==> src/inc/pio_pkg.sv <==
// Shared constants, register map and types of the pump I/O and phase sequencer
package pio_pkg;
  // Timing
  localparam int CLK_NS   = 25;
  localparam int DEB_NS   = 100000;
  localparam int DEB_CYC  = (DEB_NS + CLK_NS - 1) / CLK_NS;
  localparam int TICK_NS  = 1000;
  localparam int TICK_CYC = TICK_NS / CLK_NS;
  localparam int BEEP_NS  = 50000000;
  localparam logic [11:0] DEB_LAST  = 12'(DEB_CYC - 1);
  localparam logic [5:0]  TICK_LAST = 6'(TICK_CYC - 1);
  // Phase range
  localparam int PH_MAX = 41;
  localparam logic [5:0] PH_LAST  = 6'(PH_MAX);
  localparam logic [5:0] PH_FIRST = 6'h01;
  // Register byte offsets
  localparam logic [7:0] A_CTRL  = 8'h00;
  localparam logic [7:0] A_KEY   = 8'h04;
  localparam logic [7:0] A_PSEL  = 8'h08;
  localparam logic [7:0] A_PDATA = 8'h0C;
  localparam logic [7:0] A_STAT  = 8'h10;
  localparam logic [7:0] A_CMD   = 8'h14;
  // Settings fields (CTRL and KEY)
  localparam int F_DIRCFG = 0;
  localparam int F_MMODE  = 1;
  localparam int F_LOCK   = 2;
  localparam int F_BEEP   = 3;
  localparam int F_COMM   = 4;
  localparam int F_BAUD   = 8;
  localparam int F_STN    = 16;
  localparam logic [6:0] STN_MAX  = 7'h63;
  localparam logic [2:0] BAUD_MAX = 3'h4;
  localparam logic [2:0] BAUD_RST = 3'h4;
  // Program entry fields
  localparam int ENT_W   = 31;
  localparam int E_RATE  = 0;
  localparam int E_PAR   = 16;
  localparam int E_DIR   = 24;
  localparam int E_FUNC  = 28;
  localparam logic [2:0] FN_RATE  = 3'h0;
  localparam logic [2:0] FN_STOP  = 3'h1;
  localparam logic [2:0] FN_JUMP  = 3'h2;
  localparam logic [2:0] FN_PAUSE = 3'h3;
  localparam logic [2:0] FN_PRSEL = 3'h4;
  // Status and command fields
  localparam int S_ST    = 0;
  localparam int S_PH    = 8;
  localparam int S_DIR   = 16;
  localparam int S_MOTOR = 17;
  localparam int S_LKIND = 18;
  localparam int S_PLUG  = 19;
  localparam int S_ENDED = 20;
  localparam int S_BEEP  = 21;
  localparam int C_START = 0;
  localparam int C_STOP  = 1;
  localparam int C_SEL   = 2;
  localparam int C_LABEL = 8;
  typedef enum logic [2:0] {
    ST_BOOT  = 3'h0,
    ST_IDLE  = 3'h1,
    ST_FETCH = 3'h2,
    ST_EXEC  = 3'h3,
    ST_PUMP  = 3'h4,
    ST_PAUSE = 3'h5,
    ST_WAIT  = 3'h6
  } pio_state_t;
  typedef enum logic [1:0] {
    COMM_ADDR  = 2'h0,
    COMM_RECIP = 2'h1,
    COMM_DUAL  = 2'h2,
    COMM_ALT   = 2'h3
  } pio_comm_t;
endpackage

==> src/logic/pio_phase_mem.sv <==
// Retained phase program store, one entry per phase, registered read
`timescale 1ns/10ps
module pio_phase_mem (
  input  wire logic                     core_clk_i, // Core clock
  input  wire logic                     rst_i,      // Sync reset, read register only
  input  wire logic                     we_i,       // Write strobe
  input  wire logic [5:0]               waddr_i,    // Write phase
  input  wire logic [pio_pkg::ENT_W-1:0] wdata_i,   // Write entry
  input  wire logic [5:0]               raddr_i,    // Read phase
  output logic      [pio_pkg::ENT_W-1:0] rdata_o    // Registered read entry
);
  logic [pio_pkg::ENT_W-1:0] mem_r [0:pio_pkg::PH_MAX];

  // Array keeps its content through reset
  always_ff @(posedge core_clk_i) begin
    if (we_i) begin
      mem_r[waddr_i] <= wdata_i;
    end
  end

  // Registered read port
  always_ff @(posedge core_clk_i) begin
    if (rst_i) begin
      rdata_o <= '0;
    end else begin
      rdata_o <= mem_r[raddr_i];
    end
  end
endmodule

==> src/logic/pio_top.sv <==
// Pump I/O configuration, lockout, beeper, network settings and phase sequencer
`timescale 1ns/10ps
module pio_top #(
  parameter int BEEP_CYC = pio_pkg::BEEP_NS / pio_pkg::CLK_NS
) (
  input  wire logic        core_clk_i,   // 40 MHz core clock
  input  wire logic        rst_i,        // Sync reset, active high
  input  wire logic        hsel_i,       // AHB select
  input  wire logic [31:0] haddr_i,      // AHB address
  input  wire logic [1:0]  htrans_i,     // AHB transfer type
  input  wire logic        hwrite_i,     // AHB write
  input  wire logic [2:0]  hsize_i,      // AHB size, words only
  input  wire logic [31:0] hwdata_i,     // AHB write data
  input  wire logic        hready_i,     // AHB ready in
  output logic      [31:0] hrdata_o,     // AHB read data
  output logic             hreadyout_o,  // AHB ready out
  output logic             hresp_o,      // AHB response, always OKAY
  input  wire logic        dir_pin_i,    // Direction control pin
  input  wire logic        prog_in_n_i,  // Program input pin, low with key plug
  input  wire logic        lock_strap_i, // Retained lockout enable at power-up
  input  wire logic        phase_done_i, // Motor finished current pumping phase
  output logic             motor_run_o,  // Motor operating output
  output logic             beep_o,       // Buzzer drive
  output logic             dir_o,        // Pumping direction, 1 withdraw
  output logic      [15:0] rate_o,       // Current pumping rate
  output logic      [6:0]  station_o,    // Network station number
  output logic      [2:0]  baud_sel_o,   // Baud select 0..4
  output logic             sec_start_o,  // Secondary pump start pulse
  output logic             sec_stop_o,   // Secondary pump stop pulse
  output logic      [15:0] sec_rate_o,   // Rate sent to secondary pump
  output logic             sec_dir_o     // Direction sent to secondary pump
);
  pio_pkg::pio_state_t st_r;
  pio_pkg::pio_comm_t  comm_r;
  logic        ap_wr_r, dp_rd_r;
  logic [7:0]  ap_addr_r;
  logic [1:0]  db_w;
  logic [1:0]  db_prev_r;
  logic        dircfg_r, mmode_r, lock_en_r, beep_en_r, strap_done_r, lockind_r;
  logic [5:0]  psel_r, cur_r, pause_left_r, tick_r;
  logic        boot_r, start_p_r, stop_p_r, ended_r;
  logic [pio_pkg::ENT_W-1:0] ent;
  logic [21:0] beep_cnt_r;
  logic [31:0] ctrl_rd, stat_rd;

  // Clamp a phase selection into 1..41
  function automatic logic [5:0] ph_clamp(input logic [5:0] v);
    if (v > pio_pkg::PH_LAST) begin
      ph_clamp = pio_pkg::PH_LAST;
    end else if (v == 6'h00) begin
      ph_clamp = pio_pkg::PH_FIRST;
    end else begin
      ph_clamp = v;
    end
  endfunction

  // AHB address phase capture, one wait state on reads
  wire ap_take = hsel_i & htrans_i[1] & hready_i;
  always_ff @(posedge core_clk_i) begin
    if (rst_i) begin
      ap_wr_r   <= 1'b0;
      dp_rd_r   <= 1'b0;
      ap_addr_r <= 8'h00;
    end else begin
      ap_wr_r <= ap_take & hwrite_i;
      dp_rd_r <= ap_take & ~hwrite_i;
      if (ap_take) begin
        ap_addr_r <= haddr_i[7:0];
      end
    end
  end
  assign hreadyout_o = ~dp_rd_r;
  assign hresp_o     = 1'b0;

  // Write strobes in the data phase
  wire wr_ctrl  = ap_wr_r & (ap_addr_r == pio_pkg::A_CTRL);
  wire wr_key   = ap_wr_r & (ap_addr_r == pio_pkg::A_KEY);
  wire wr_psel  = ap_wr_r & (ap_addr_r == pio_pkg::A_PSEL);
  wire wr_pdata = ap_wr_r & (ap_addr_r == pio_pkg::A_PDATA);
  wire wr_stat  = ap_wr_r & (ap_addr_r == pio_pkg::A_STAT);
  wire wr_cmd   = ap_wr_r & (ap_addr_r == pio_pkg::A_CMD);
  wire cmd_start = wr_cmd & hwdata_i[pio_pkg::C_START];
  wire cmd_stop  = wr_cmd & hwdata_i[pio_pkg::C_STOP];
  wire cmd_sel   = wr_cmd & hwdata_i[pio_pkg::C_SEL];

  genvar g;
  for (g = 0; g < 2; g++) begin : g_deb
    logic s1_r, s2_r, db_r;
    logic [11:0] cnt_r;
    wire raw = g ? prog_in_n_i : dir_pin_i;
    always_ff @(posedge core_clk_i) begin
      if (rst_i) begin
        s1_r  <= 1'b1;
        s2_r  <= 1'b1;
        db_r  <= 1'b1;
        cnt_r <= 12'h000;
      end else begin
        s1_r <= raw;
        s2_r <= s1_r;
        if (s2_r == db_r) begin
          cnt_r <= 12'h000;
        end else if (cnt_r == pio_pkg::DEB_LAST) begin
          db_r  <= s2_r;
          cnt_r <= 12'h000;
        end else begin
          cnt_r <= cnt_r + 12'h001;
        end
      end
    end
    assign db_w[g] = db_r;
  end

  // Debounced level history for edge detection
  always_ff @(posedge core_clk_i) begin
    if (rst_i) begin
      db_prev_r <= 2'h3;
    end else begin
      db_prev_r <= db_w;
    end
  end
  wire dir_fall = db_prev_r[0] & ~db_w[0];
  wire dir_rise = ~db_prev_r[0] & db_w[0];
  // grounded program input is the key plug
  wire plug   = ~db_w[1];
  wire locked = lock_en_r & ~plug;
  wire set_we = wr_ctrl | (wr_key & ~locked);

  // Settings registers
  always_ff @(posedge core_clk_i) begin
    if (rst_i) begin
      dircfg_r     <= 1'b0;
      mmode_r      <= 1'b0;
      lock_en_r    <= 1'b0;
      beep_en_r    <= 1'b0;
      comm_r       <= pio_pkg::COMM_ADDR;
      baud_sel_o   <= pio_pkg::BAUD_RST;
      station_o    <= 7'h00;
      strap_done_r <= 1'b0;
    end else begin
      if (!strap_done_r) begin
        lock_en_r    <= lock_strap_i;
        strap_done_r <= 1'b1;
      end
      if (set_we) begin
        dircfg_r  <= hwdata_i[pio_pkg::F_DIRCFG];
        mmode_r   <= hwdata_i[pio_pkg::F_MMODE];
        beep_en_r <= hwdata_i[pio_pkg::F_BEEP];
        comm_r    <= pio_pkg::pio_comm_t'(hwdata_i[pio_pkg::F_COMM +: 2]);
        // keypad alters lockout enable only with plug in
        if (wr_ctrl | plug) begin
          lock_en_r <= hwdata_i[pio_pkg::F_LOCK];
        end
        if (hwdata_i[pio_pkg::F_BAUD +: 3] <= pio_pkg::BAUD_MAX) begin
          baud_sel_o <= hwdata_i[pio_pkg::F_BAUD +: 3];
        end
        if (hwdata_i[pio_pkg::F_STN +: 7] <= pio_pkg::STN_MAX) begin
          station_o <= hwdata_i[pio_pkg::F_STN +: 7];
        end
      end
    end
  end

  // lockout indication, set wins over clear
  always_ff @(posedge core_clk_i) begin
    if (rst_i) begin
      lockind_r <= 1'b0;
    end else if (wr_key & locked) begin
      lockind_r <= 1'b1;
    end else if (wr_stat & hwdata_i[pio_pkg::S_LKIND]) begin
      lockind_r <= 1'b0;
    end
  end

  always_ff @(posedge core_clk_i) begin
    if (rst_i) begin
      psel_r <= pio_pkg::PH_FIRST;
    end else if (wr_psel) begin
      psel_r <= (|hwdata_i[31:6]) ? pio_pkg::PH_LAST : ph_clamp(hwdata_i[5:0]);
    end
  end

  pio_phase_mem u_mem (
    .core_clk_i (core_clk_i),
    .rst_i      (rst_i),
    .we_i       (wr_pdata),
    .waddr_i    (psel_r),
    .wdata_i    (hwdata_i[pio_pkg::ENT_W-1:0]),
    .raddr_i    ((st_r == pio_pkg::ST_IDLE) ? psel_r : cur_r),
    .rdata_o    (ent)
  );
  wire [2:0] e_func = ent[pio_pkg::E_FUNC +: 3];
  wire [5:0] e_par  = ent[pio_pkg::E_PAR +: 6];
  wire tick_end  = (tick_r == pio_pkg::TICK_LAST);
  wire step_done = ((st_r == pio_pkg::ST_PUMP) & phase_done_i) |
                   ((st_r == pio_pkg::ST_PAUSE) & tick_end & (pause_left_r == 6'h00));
  wire running   = (st_r != pio_pkg::ST_IDLE) & (st_r != pio_pkg::ST_BOOT);

  // Phase sequencer
  always_ff @(posedge core_clk_i) begin
    if (rst_i) begin
      st_r         <= pio_pkg::ST_BOOT;
      cur_r        <= pio_pkg::PH_FIRST;
      boot_r       <= 1'b1;
      rate_o       <= 16'h0000;
      dir_o        <= 1'b0;
      pause_left_r <= 6'h00;
      tick_r       <= 6'h00;
      start_p_r    <= 1'b0;
      stop_p_r     <= 1'b0;
    end else begin
      start_p_r <= 1'b0;
      stop_p_r  <= 1'b0;
      if (dir_fall) begin
        dir_o <= dircfg_r;
      end else if (dir_rise) begin
        dir_o <= ~dircfg_r;
      end
      tick_r <= (st_r == pio_pkg::ST_PAUSE && !tick_end) ? tick_r + 6'h01 : 6'h00;
      case (st_r)
        pio_pkg::ST_BOOT: begin
          st_r <= pio_pkg::ST_FETCH;
        end
        pio_pkg::ST_IDLE: begin
          if (cmd_start) begin
            cur_r     <= pio_pkg::PH_FIRST;
            st_r      <= pio_pkg::ST_FETCH;
            start_p_r <= 1'b1;
          end
        end
        pio_pkg::ST_FETCH: begin
          st_r <= pio_pkg::ST_EXEC;
        end
        pio_pkg::ST_EXEC: begin
          if (boot_r) begin
            boot_r <= 1'b0;
            if (e_func == pio_pkg::FN_PRSEL && lock_en_r) begin
              st_r      <= pio_pkg::ST_WAIT;
              start_p_r <= 1'b1;
            end else begin
              st_r <= pio_pkg::ST_IDLE;
            end
          end else begin
            case (e_func)
              pio_pkg::FN_RATE: begin
                rate_o <= ent[pio_pkg::E_RATE +: 16];
                dir_o  <= ent[pio_pkg::E_DIR];
                st_r   <= pio_pkg::ST_PUMP;
              end
              pio_pkg::FN_STOP: begin
                st_r     <= pio_pkg::ST_IDLE;
                stop_p_r <= 1'b1;
              end
              pio_pkg::FN_JUMP: begin
                cur_r <= ph_clamp(e_par);
                st_r  <= pio_pkg::ST_FETCH;
              end
              pio_pkg::FN_PAUSE: begin
                pause_left_r <= e_par;
                st_r         <= pio_pkg::ST_PAUSE;
              end
              pio_pkg::FN_PRSEL: begin
                st_r <= pio_pkg::ST_WAIT;
              end
              default: begin
                st_r <= pio_pkg::ST_IDLE;
                stop_p_r <= 1'b1;
              end
            endcase
          end
        end
        pio_pkg::ST_PAUSE: begin
          if (tick_end && pause_left_r != 6'h00) begin
            pause_left_r <= pause_left_r - 6'h01;
          end
        end
        pio_pkg::ST_WAIT: begin
          if (cmd_sel) begin
            cur_r <= ph_clamp(hwdata_i[pio_pkg::C_LABEL +: 6]);
            st_r  <= pio_pkg::ST_FETCH;
          end
        end
        pio_pkg::ST_PUMP: begin
          st_r <= pio_pkg::ST_PUMP;
        end
        default: begin
          st_r <= pio_pkg::ST_IDLE;
        end
      endcase
      // next consecutive phase; past 41 is a stop
      if (step_done) begin
        if (cur_r == pio_pkg::PH_LAST) begin
          st_r     <= pio_pkg::ST_IDLE;
          stop_p_r <= 1'b1;
        end else begin
          cur_r <= cur_r + 6'h01;
          st_r  <= pio_pkg::ST_FETCH;
        end
      end
      if (cmd_stop && running) begin
        st_r     <= pio_pkg::ST_IDLE;
        stop_p_r <= 1'b1;
      end
    end
  end

  always_ff @(posedge core_clk_i) begin
    if (rst_i) begin
      motor_run_o <= 1'b0;
    end else begin
      // Mode 1 stays high across phase changes and waits, low only once stopped
      motor_run_o <= (st_r == pio_pkg::ST_PUMP) | (mmode_r & running);
    end
  end

  always_ff @(posedge core_clk_i) begin
    if (rst_i) begin
      ended_r    <= 1'b0;
      beep_cnt_r <= 22'h000000;
      beep_o     <= 1'b0;
    end else begin
      if (stop_p_r) begin
        ended_r <= 1'b1;
      end else if (wr_key | start_p_r) begin
        ended_r <= 1'b0;
      end
      if (wr_key) begin
        beep_cnt_r <= 22'(BEEP_CYC);
      end else if (beep_cnt_r != 22'h000000) begin
        beep_cnt_r <= beep_cnt_r - 22'h000001;
      end
      beep_o <= beep_en_r & ((beep_cnt_r != 22'h000000) | ended_r | (st_r == pio_pkg::ST_WAIT));
    end
  end

  wire fwd = (comm_r == pio_pkg::COMM_RECIP) | (comm_r == pio_pkg::COMM_DUAL);
  always_ff @(posedge core_clk_i) begin
    if (rst_i) begin
      sec_start_o <= 1'b0;
      sec_stop_o  <= 1'b0;
      sec_rate_o  <= 16'h0000;
      sec_dir_o   <= 1'b1;
    end else begin
      sec_start_o <= (fwd & start_p_r) | ((comm_r == pio_pkg::COMM_ALT) & stop_p_r);
      sec_stop_o  <= fwd & stop_p_r;
      sec_rate_o  <= rate_o;
      sec_dir_o   <= (comm_r == pio_pkg::COMM_DUAL) ? dir_o : ~dir_o;
    end
  end

  // Read views of settings and status
  always_comb begin
    ctrl_rd = 32'h00000000;
    ctrl_rd[pio_pkg::F_DIRCFG] = dircfg_r;
    ctrl_rd[pio_pkg::F_MMODE]  = mmode_r;
    ctrl_rd[pio_pkg::F_LOCK]   = lock_en_r & plug;
    ctrl_rd[pio_pkg::F_BEEP]   = beep_en_r;
    ctrl_rd[pio_pkg::F_COMM +: 2] = comm_r;
    ctrl_rd[pio_pkg::F_BAUD +: 3] = baud_sel_o;
    ctrl_rd[pio_pkg::F_STN +: 7]  = station_o;
    stat_rd = 32'h00000000;
    stat_rd[pio_pkg::S_ST +: 3] = st_r;
    stat_rd[pio_pkg::S_PH +: 6] = cur_r;
    stat_rd[pio_pkg::S_DIR]     = dir_o;
    stat_rd[pio_pkg::S_MOTOR]   = motor_run_o;
    stat_rd[pio_pkg::S_LKIND]   = lockind_r;
    stat_rd[pio_pkg::S_PLUG]    = plug;
    stat_rd[pio_pkg::S_ENDED]   = ended_r;
    stat_rd[pio_pkg::S_BEEP]    = beep_o;
  end

  // Read data register, loaded in the wait cycle
  always_ff @(posedge core_clk_i) begin
    if (rst_i) begin
      hrdata_o <= 32'h00000000;
    end else if (dp_rd_r) begin
      case (ap_addr_r)
        pio_pkg::A_CTRL, pio_pkg::A_KEY: hrdata_o <= ctrl_rd;
        pio_pkg::A_PSEL:  hrdata_o <= {26'h0000000, psel_r};
        pio_pkg::A_PDATA: hrdata_o <= {1'b0, ent};
        pio_pkg::A_STAT:  hrdata_o <= stat_rd;
        default:          hrdata_o <= 32'h00000000;
      endcase
    end
  end

  // Checks
  AST_M0_PAUSE_LOW: assert property (@(posedge core_clk_i) disable iff (rst_i)
    !mmode_r && st_r == pio_pkg::ST_PAUSE |=> !motor_run_o) else $error("mode 0 output high in pause");
  AST_M1_PAUSE_HIGH: assert property (@(posedge core_clk_i) disable iff (rst_i)
    mmode_r && st_r == pio_pkg::ST_PAUSE |=> motor_run_o) else $error("mode 1 output low in pause");
  AST_LOCK_HOLDS: assert property (@(posedge core_clk_i) disable iff (rst_i)
    wr_key && locked && !wr_ctrl |=> $stable(station_o) && $stable(beep_en_r)) else $error("locked keypad write took");
  AST_SERIAL_TAKES: assert property (@(posedge core_clk_i) disable iff (rst_i)
    wr_ctrl |=> beep_en_r == $past(hwdata_i[pio_pkg::F_BEEP])) else $error("serial write lost");
  AST_LOCK_IND: assert property (@(posedge core_clk_i) disable iff (rst_i)
    wr_key && locked |=> lockind_r) else $error("lockout indication missing");
  AST_START_PH1: assert property (@(posedge core_clk_i) disable iff (rst_i)
    st_r == pio_pkg::ST_IDLE && cmd_start |=> st_r == pio_pkg::ST_FETCH && cur_r == pio_pkg::PH_FIRST ##1
    (st_r == pio_pkg::ST_EXEC || $past(cmd_stop))) else $error("start did not fetch phase 1");
  AST_PH_RANGE: assert property (@(posedge core_clk_i) disable iff (rst_i)
    cur_r <= pio_pkg::PH_LAST && psel_r <= pio_pkg::PH_LAST && cur_r != 6'h00) else $error("phase out of range");
  AST_STN_RANGE: assert property (@(posedge core_clk_i) disable iff (rst_i)
    station_o <= pio_pkg::STN_MAX) else $error("station beyond 99");
  AST_WAIT_BEEP: assert property (@(posedge core_clk_i) disable iff (rst_i)
    beep_en_r && st_r == pio_pkg::ST_WAIT ##1 beep_en_r |-> beep_o) else $error("no beep awaiting start");
  AST_DUAL_DIR: assert property (@(posedge core_clk_i) disable iff (rst_i)
    comm_r == pio_pkg::COMM_DUAL ##1 $stable(dir_o) && comm_r == pio_pkg::COMM_DUAL |-> sec_dir_o == dir_o)
    else $error("dual direction mismatch");
  COV_RUN_PUMP: cover property (@(posedge core_clk_i) disable iff (rst_i)
    cmd_start ##[1:4] st_r == pio_pkg::ST_PUMP);
  COV_AUTORUN: cover property (@(posedge core_clk_i) disable iff (rst_i)
    boot_r && st_r == pio_pkg::ST_EXEC ##1 st_r == pio_pkg::ST_WAIT);
  COV_LOCKED_KEY: cover property (@(posedge core_clk_i) disable iff (rst_i) wr_key && locked);
endmodule

==> config.mk <==
export PLATFORM = sky130hd
export DESIGN_NAME = pio_top
export DESIGN_NICKNAME = d
export VERILOG_FILES = /design/src/inc/pio_pkg.sv /design/src/logic/pio_phase_mem.sv /design/src/logic/pio_top.sv
export SDC_FILE = /design/constraint.sdc
export NUM_CORES = 2
export LEC_CHECK = 0
export BUFFER_PORTS_ARGS = -buffer_cell sky130_fd_sc_hd__buf_2
export CAP_MARGIN = 40
export CORE_MARGIN = 3
export CORE_UTILIZATION = 40
export DETAILED_ROUTE_END_ITERATION = 12
export PLACE_DENSITY = 0.61
export SYNTH_ARGS = -nofsm -noshare
export SYNTH_HDL_FRONTEND = slang
export SYNTH_HIERARCHICAL = 1
export SYNTH_SLANG_ARGS = --single-unit
==> constraint.sdc <==
create_clock -name core_clk_i -period 5.5 [get_ports core_clk_i]
set_clock_uncertainty 0.15 [all_clocks]
set_input_delay 0.55 -clock core_clk_i [delete_from_list [all_inputs] [get_ports core_clk_i]]
set_output_delay 0.55 -clock core_clk_i [all_outputs]
set_load 0.05 [all_outputs]
# Word-level counts from Yosys, hierarchy flattened
# Memories as Yosys holds them, arrays and structs flattened. A register that Yosys moved wholly into a read port is not among the register bits.
# Index checks and enable logic that the tools add are counted.
classes:
  add_sub_neg: 6
  multipliers: 0
  div_mod_pow: 0
  order_cmp: 5
  eq_ne: 33
  n_shift: 0
  n_mux: 57
  bitwise_logic: 50
  n_reduce_logical: 35
ops:
  columns: ["op", "n"]
  rows:
  - ["$pmux 31 s4", 1]
  - ["$mux 6", 17]
  - ["$mux 21", 2]
  - ["$and 1x1->1", 29]
  - ["$mux 1", 26]
  - ["$reduce_or 26->1", 1]
  - ["$add 12x1->12 const B", 2]
  - ["$eq 12x12->1 const B", 2]
  - ["$logic_not 6->1", 4]
  - ["$reduce_bool 22->1", 1]
  - ["$sub 22x1->22 const B", 1]
  - ["$pmux 3 s7", 1]
  - ["$gt 6x6->1 const B", 3]
  - ["$pmux 6 s3", 1]
  - ["$eq 8x4->1 const B", 2]
  - ["$eq 8x5->1 const B", 2]
  - ["$mux 3", 5]
  - ["$add 6x1->6 const B", 2]
  - ["$eq 3x2->1 const B", 4]
  - ["$eq 3x3->1 const B", 4]
  - ["$eq 6x6->1 const B", 2]
  - ["$not 1->1", 12]
  - ["$pmux 3 s4", 1]
  - ["$pmux 6 s2", 1]
  - ["31 further kinds", 60]
word_totals:
  register_bits: 182
  latch_bits: 0
  mem_bits_rw: 1302
  mem_bits_ro: 0
  memories: 1
memory_table:
  columns: ["name", "depth", "width", "read_ports", "rd_clocked_by_memory_dff", "wr", "line_no", "rtl"]
  rows:
  - ["u_mem.mem_r", 42, 31, 1, 1, 1, "pio_phase_mem.sv:12", "logic [pio_pkg::ENT_W-1:0] mem_r [0:pio_pkg::PH_MAX];"]

# Logic depth before layout (Yosys ltp)
logic_depth:
  ltp_word: 8
  mapped_depth: 13

# Modules after synthesis
# The synthesis kept the hierarchy.
modules_own_cells:
  columns: ["module", "instances", "cells_each", "area_per_inst_um2", "seq_area_each_um2"]
  rows:
  - ["pio_phase_mem", 1, 2531, 50604.8, 39718.1]
  - ["pio_top", 1, 957, 7923.8, 3623.5]

# Least setup slack after synthesis
# No wires, ideal clock.
synth_timing:
  kind: "flip-flop to flip-flop"
  startpoint: "register ap_addr_r[4]"
  endpoint: "memory u_mem/mem_r[18][0] (netlist name), enable pin"
  t_arrival_ns: 4.689
  t_required_ns: 4.892
  path_slack_ns: 0.203
  path_stages_with_launch: 10
  path_buffers: 3
  path_cell_list: "dfxtp_1 -> nor4_1 -> and4_1 -> clkbuf_1 -> clkbuf_1 -> buf_1 -> and2_1 -> nor4bb_1 -> nand2_1 -> nor3_1"
synth_via:
  elab_chain_cells: 4
synth_rtl:
  columns: ["element", "line_no", "rtl"]
  rows:
  - ["from (decl)", "pio_top.sv:36", "logic [7:0] ap_addr_r;"]
  - ["from (signal assigned)", "pio_top.sv:68", "ap_addr_r <= haddr_i[7:0];"]
  - ["$eq 8x4->1", "pio_top.sv:79", "wire wr_pdata = ap_wr_r & (ap_addr_r == pio_pkg::A_PDATA);"]
  - ["$and 1x1->1", "pio_top.sv:79", null]
  - ["net wr_pdata", "pio_top.sv:79", null]
  - ["$mux 1", "pio_phase_mem.sv:16", "if (we_i) begin"]
  - ["$mux 1 (implied by the code)", "pio_phase_mem.sv:17", "mem_r[waddr_i] <= wdata_i;"]
  - ["to (decl)", "pio_phase_mem.sv:12", null]
# The timed path passes the listed nets, and every way through them passes these cells.

# Worst setup path in the final report
layout_timing:
  startpoint: "register st_r[0]"
  endpoint: "register u_mem/rdata_o[4] (netlist name), read port of u_mem.mem_r"
layout_via:
  elab_chain_cells: 2
layout_rtl:
  columns: ["element", "line_no", "rtl"]
  rows:
  - ["from (decl)", "pio_top.sv:33", "pio_pkg::pio_state_t st_r;"]
  - ["from (signal assigned)", "pio_top.sv:201", "st_r <= pio_pkg::ST_BOOT;"]
  - ["from (signal assigned)", "pio_top.sv:221", "st_r <= pio_pkg::ST_FETCH;"]
  - ["from (signal assigned)", "pio_top.sv:226", "st_r <= pio_pkg::ST_FETCH;"]
  - ["$eq 3x1->1", "pio_top.sv:188", ".raddr_i ((st_r == pio_pkg::ST_IDLE) ? psel_r : cur_r),"]
  - ["$mux 6", "pio_top.sv:188", null]
  - ["to (decl)", "pio_phase_mem.sv:10", "output logic [pio_pkg::ENT_W-1:0] rdata_o"]
# Every way passes these cells.
# A chain may end at the register's enable or synchronous reset.

==> flow_summary.yaml <==
status:
  outcome: "complete, no violations"
synthesis:
  synth_ff_type: "edfxtp_1"
  synth_edf_count: 1302
  yosysWarningCount: 6
  ys_seq_elements: 1514
  synth_area_per_cell_um2: 16.8
  yosysSeqAreaShare_pct: 74.1
  ys_async_sr_fraction_pct: 0
  netlist_area_mm2: 0.0585
  yosysUniqueCellTypes: 71
  syn_inst: 3488
worst_setup_path:
  ff2ff_path_depth: 9
  cp_cell_sequence: "nand2b_1 > nor2_1 > buf_4 > mux2_8 > buf_12 > mux4_2 > a22oi_1 > a21oi_1 > or4_1"
  cp.required_ns: 5.98
  arrival_ns: 4.92
  cpPeakStageDelay_ns: 0.72
  r2r-end: "u_mem/rdata_o[4]"
  worstSetupPathType: "reg2reg"
  path_max_fanout: 62
  critPathSlowestCell: "mux2_8"
  timing.rr.start: "st_r[0]"
  endpoint_kind: "flip-flop"
  crit_path_start_kind: "flip-flop"
  reg2reg_slack_ns: 1.06
floorplanning:
  rows: 139
  fp.dieH_um: 389
  fp.dieArea_mm2: 0.151
  die_x_um: 389
  start_util_pct: 40.5
  num_io_pins: 160
  core_mm2: 0.145
hold_path:
  hp-class: "in2reg"
  min-delay-start: "phase_done_i"
  worstHoldEndpoint: "st_r[2]"
  whs_path_depth: 4
clock_network:
  cts_tree: "built"
  cts_root_buf: "clkbuf_16"
  htree_levels: 4
  clk_latency_ns: 0.78
  cts-buffers-inserted: 152
  cts_num_sinks: 1514
  path_clk_slew_ns: 0.06
  cts_buffer_depth: 3
global_route:
  top_usage_layer: "met2"
  overflow: 0
  grt_pass1_vias: 32400
  use_met1_pct: 28.5
  antenna_found_initial: 6
  grtUsageTotal_pct: 20.6
  use_met2_pct: 32.9
  gr-usage-met3_pct: 3.66
  grt_pass1_wl_um: 226000
  grt_max_degree: 125
timing:
  grt_setup_unrepaired: "false"
  timing.final.crit_share_pct: 80.6
  fin_hold_ws_ns: 0.0718
  slew_viol_final: 0
  period_needed_ns: 4.44
  tightest_slew_ns: 0.938
  fmax_mhz: 225
  setup_viol: 0
  tns_ns: 0
  slew_headroom_pct: 37.4
  postLayoutSetupSlackWorst_ns: 1.06
  finalHoldViolCount: 0
drt:
  drc: 0
  vias_per_cell: 5.70
  wl_per_cell_um: 27.2
  finalWirelength_um: 157000
  firstDrtPassIters: 6
  antenna_left: 0
  drt-initial-drc-count: 3584
  vias: 32900
power_and_ir_drop:
  swShare_pct: 21.3
  combPwrFrac_pct: 3.7
  p_int_w: 0.0183
  leakage_nw: 23.4
  power_density_mw_per_mm2: 346
  total_power_w: 0.0233
  peakVddDrop_v: 0.000303
  pwr-share-seq_pct: 54.3
  p_sw_w: 0.00496
  power_frac_clock_pct: 42.0
layout:
  nFillCells: 12300
  num-nets-final: 3825
  synthToLayoutAreaGrowth_pct: 15.0
  drive_gt1_share_pct: 17.9
  postLayoutCoreUtil_pct: 46.6
placement:
  dpl.hpwl_um: 95400
  numPortBuffers: 129
  place.gp.congestion: 0.886
  pre_cts_slack_ns: 1.10
run:
  max_cap_violations: 0
==> registers in the layout, summed over array words and instances, names as in the netlist, 7 cells and up <==
name / count
sec_rate_o: 16
ap_addr_r: 8
beep_cnt_r: 22
u_mem/mem_r: 1302
rate_o: 16
hrdata_o: 31
station_o: 7
g_deb.cnt_r: 24
u_mem/rdata_o: 31
==> power by group through the flow <==
| stage | logic (W) | registers [W] | clock network, W |
|---|---|---|---|
| after detailed placement | 0.000859 | 0.0129 | 0 |
| after CTS | 0.000872 | 0.0126 | 0.00996 |
| after global routing | 0.000949 | 0.0126 | 0.0104 |
| final | 0.000866 | 0.0126 | 0.00977 |
| after global placement | 0.000831 | 0.0129 | 0 |
| after floorplan | 0.000502 | 0.0128 | 0 |
==> per-stage QoR <==
stage / std cells / cell area, um2
detailed placement: 5472 / 62500
CTS: 5762 / 67300
floorplan: 3489 / 58500
finish: 5771 / 67300
global placement: 5458 / 62300
global route: 5763 / 67300
==> placed cells by master (no fill, tap or decap), types with 23 or more instances in the layout <==
master,count
edfxtp_1,1302
mux2i_1,417
dfxtp_1,212
a22oi_1,196
nand2_1,173
a21oi_1,158
clkbuf_16,152
nor2_1,136
buf_2,133
buf_4,128
mux4_2,124
a221oi_1,63
nand3_1,48
clkbuf_1,47
nor2_4,39
a211oi_1,37
or4_1,37
inv_1,28
nor3_1,27
nor2b_1,26
clkinv_1,24
xnor2_1,23
==> cell usage after synthesis, drive strengths merged (3+ instances only) <==
cell / count / area share (%)
a211oi: 37 / 0.47
a21oi: 158 / 1.4
a221oi: 63 / 0.94
a222oi: 14 / 0.24
a22oi: 196 / 2.5
a31oi: 9 / 0.096
a32o: 3 / 0.051
and2: 12 / 0.13
and3: 10 / 0.11
buf: 88 / 0.81
clkbuf: 114 / 0.73
dfxtp: 212 / 7.3
edfxtp: 1302 / 67
ha: 10 / 0.21
inv: 28 / 0.18
mux2: 5 / 0.096
mux2i: 417 / 7.1
mux4: 124 / 4.8
nand2: 174 / 1.1
nand2b: 12 / 0.13
nand3: 48 / 0.41
nand3b: 5 / 0.071
nand4: 14 / 0.15
nor2: 177 / 1.1
nor2b: 32 / 0.35
nor3: 33 / 0.28
nor3b: 5 / 0.064
nor4: 17 / 0.21
nor4b: 4 / 0.060
nor4bb: 3 / 0.051
o211ai: 4 / 0.051
o21ai: 27 / 0.23
o31ai: 3 / 0.038
or2: 7 / 0.075
or3: 8 / 0.086
or4: 39 / 0.51
xnor2: 23 / 0.34
xor2: 20 / 0.30
==> worst max-delay path, delay by kind of cell (launching register included) <==
family	cells	cell delay (ns)
buf+inv	2	0.72
compound gates	2	0.54
simple gates	3	0.81
flops	1	0.65
mux	2	1.28
==> worst max path at each step <==
stage	startpoint	endpoint	slack, ns	depth (start not counted)
floorplan	ap_addr_r[4]	u_mem/mem_r[18][0]	0.20	9
global placement	st_r[0]	u_mem/rdata_o[7]	1.16	10
detailed placement	st_r[0]	u_mem/rdata_o[7]	1.10	10
CTS	st_r[0]	u_mem/rdata_o[7]	1.09	10
global route	st_r[0]	u_mem/rdata_o[20]	0.84	9
finish	st_r[0]	u_mem/rdata_o[4]	1.06	9
==> final cells by class <==
cell class | instances | area (um2) | area share, %
Antenna cell | 8 | 20.0 | 0.0297
Clock buffer | 212 | 4150 | 6.17
Clock inverter | 65 | 536 | 0.796
Inverter | 28 | 105 | 0.156
Multi-Input combinational cell | 1745 | 14600 | 21.7
Sequential cell | 1514 | 43300 | 64.4
Tap cell | 1903 | 2380 | 3.54
Timing Repair Buffer | 296 | 2170 | 3.23
==> what timing repair did <==
item                                   in CTS  in global routing
resized for setup                           0                  0
hold buffers                               13                  0
buffers inserted                            0                  0
endpoints found under the hold margin      18                  0
==> layer usage <==
metal / share of wire [%] / wire length [um] / up-vias
met5: 0 / 0 / -
met4: 3.1 / 4870 / 0
met3: 7.5 / 11800 / 241
met2: 47 / 74100 / 1302
met1: 42 / 66200 / 17000
li1: - / - / 14400
==> kinds of logic (layout without fill, tap and decap cells) <==
logic type | Yosys count | in the layout | share of synthesized area, %
adders and majority gates | 10 | 10 | 0.214
AOI/OAI and AO/OA | 535 | 535 | 6.29
other | 1 | 10 | 0.00641
xor gates and xnor gates | 43 | 43 | 0.643
and+or+nand+nor | 609 | 609 | 5.08
DFF | 1514 | 1514 | 74.1
muxes | 546 | 546 | 12.0
buffers and inverters | 230 | 601 | 1.72
Power figures use the tool's default switching activity.
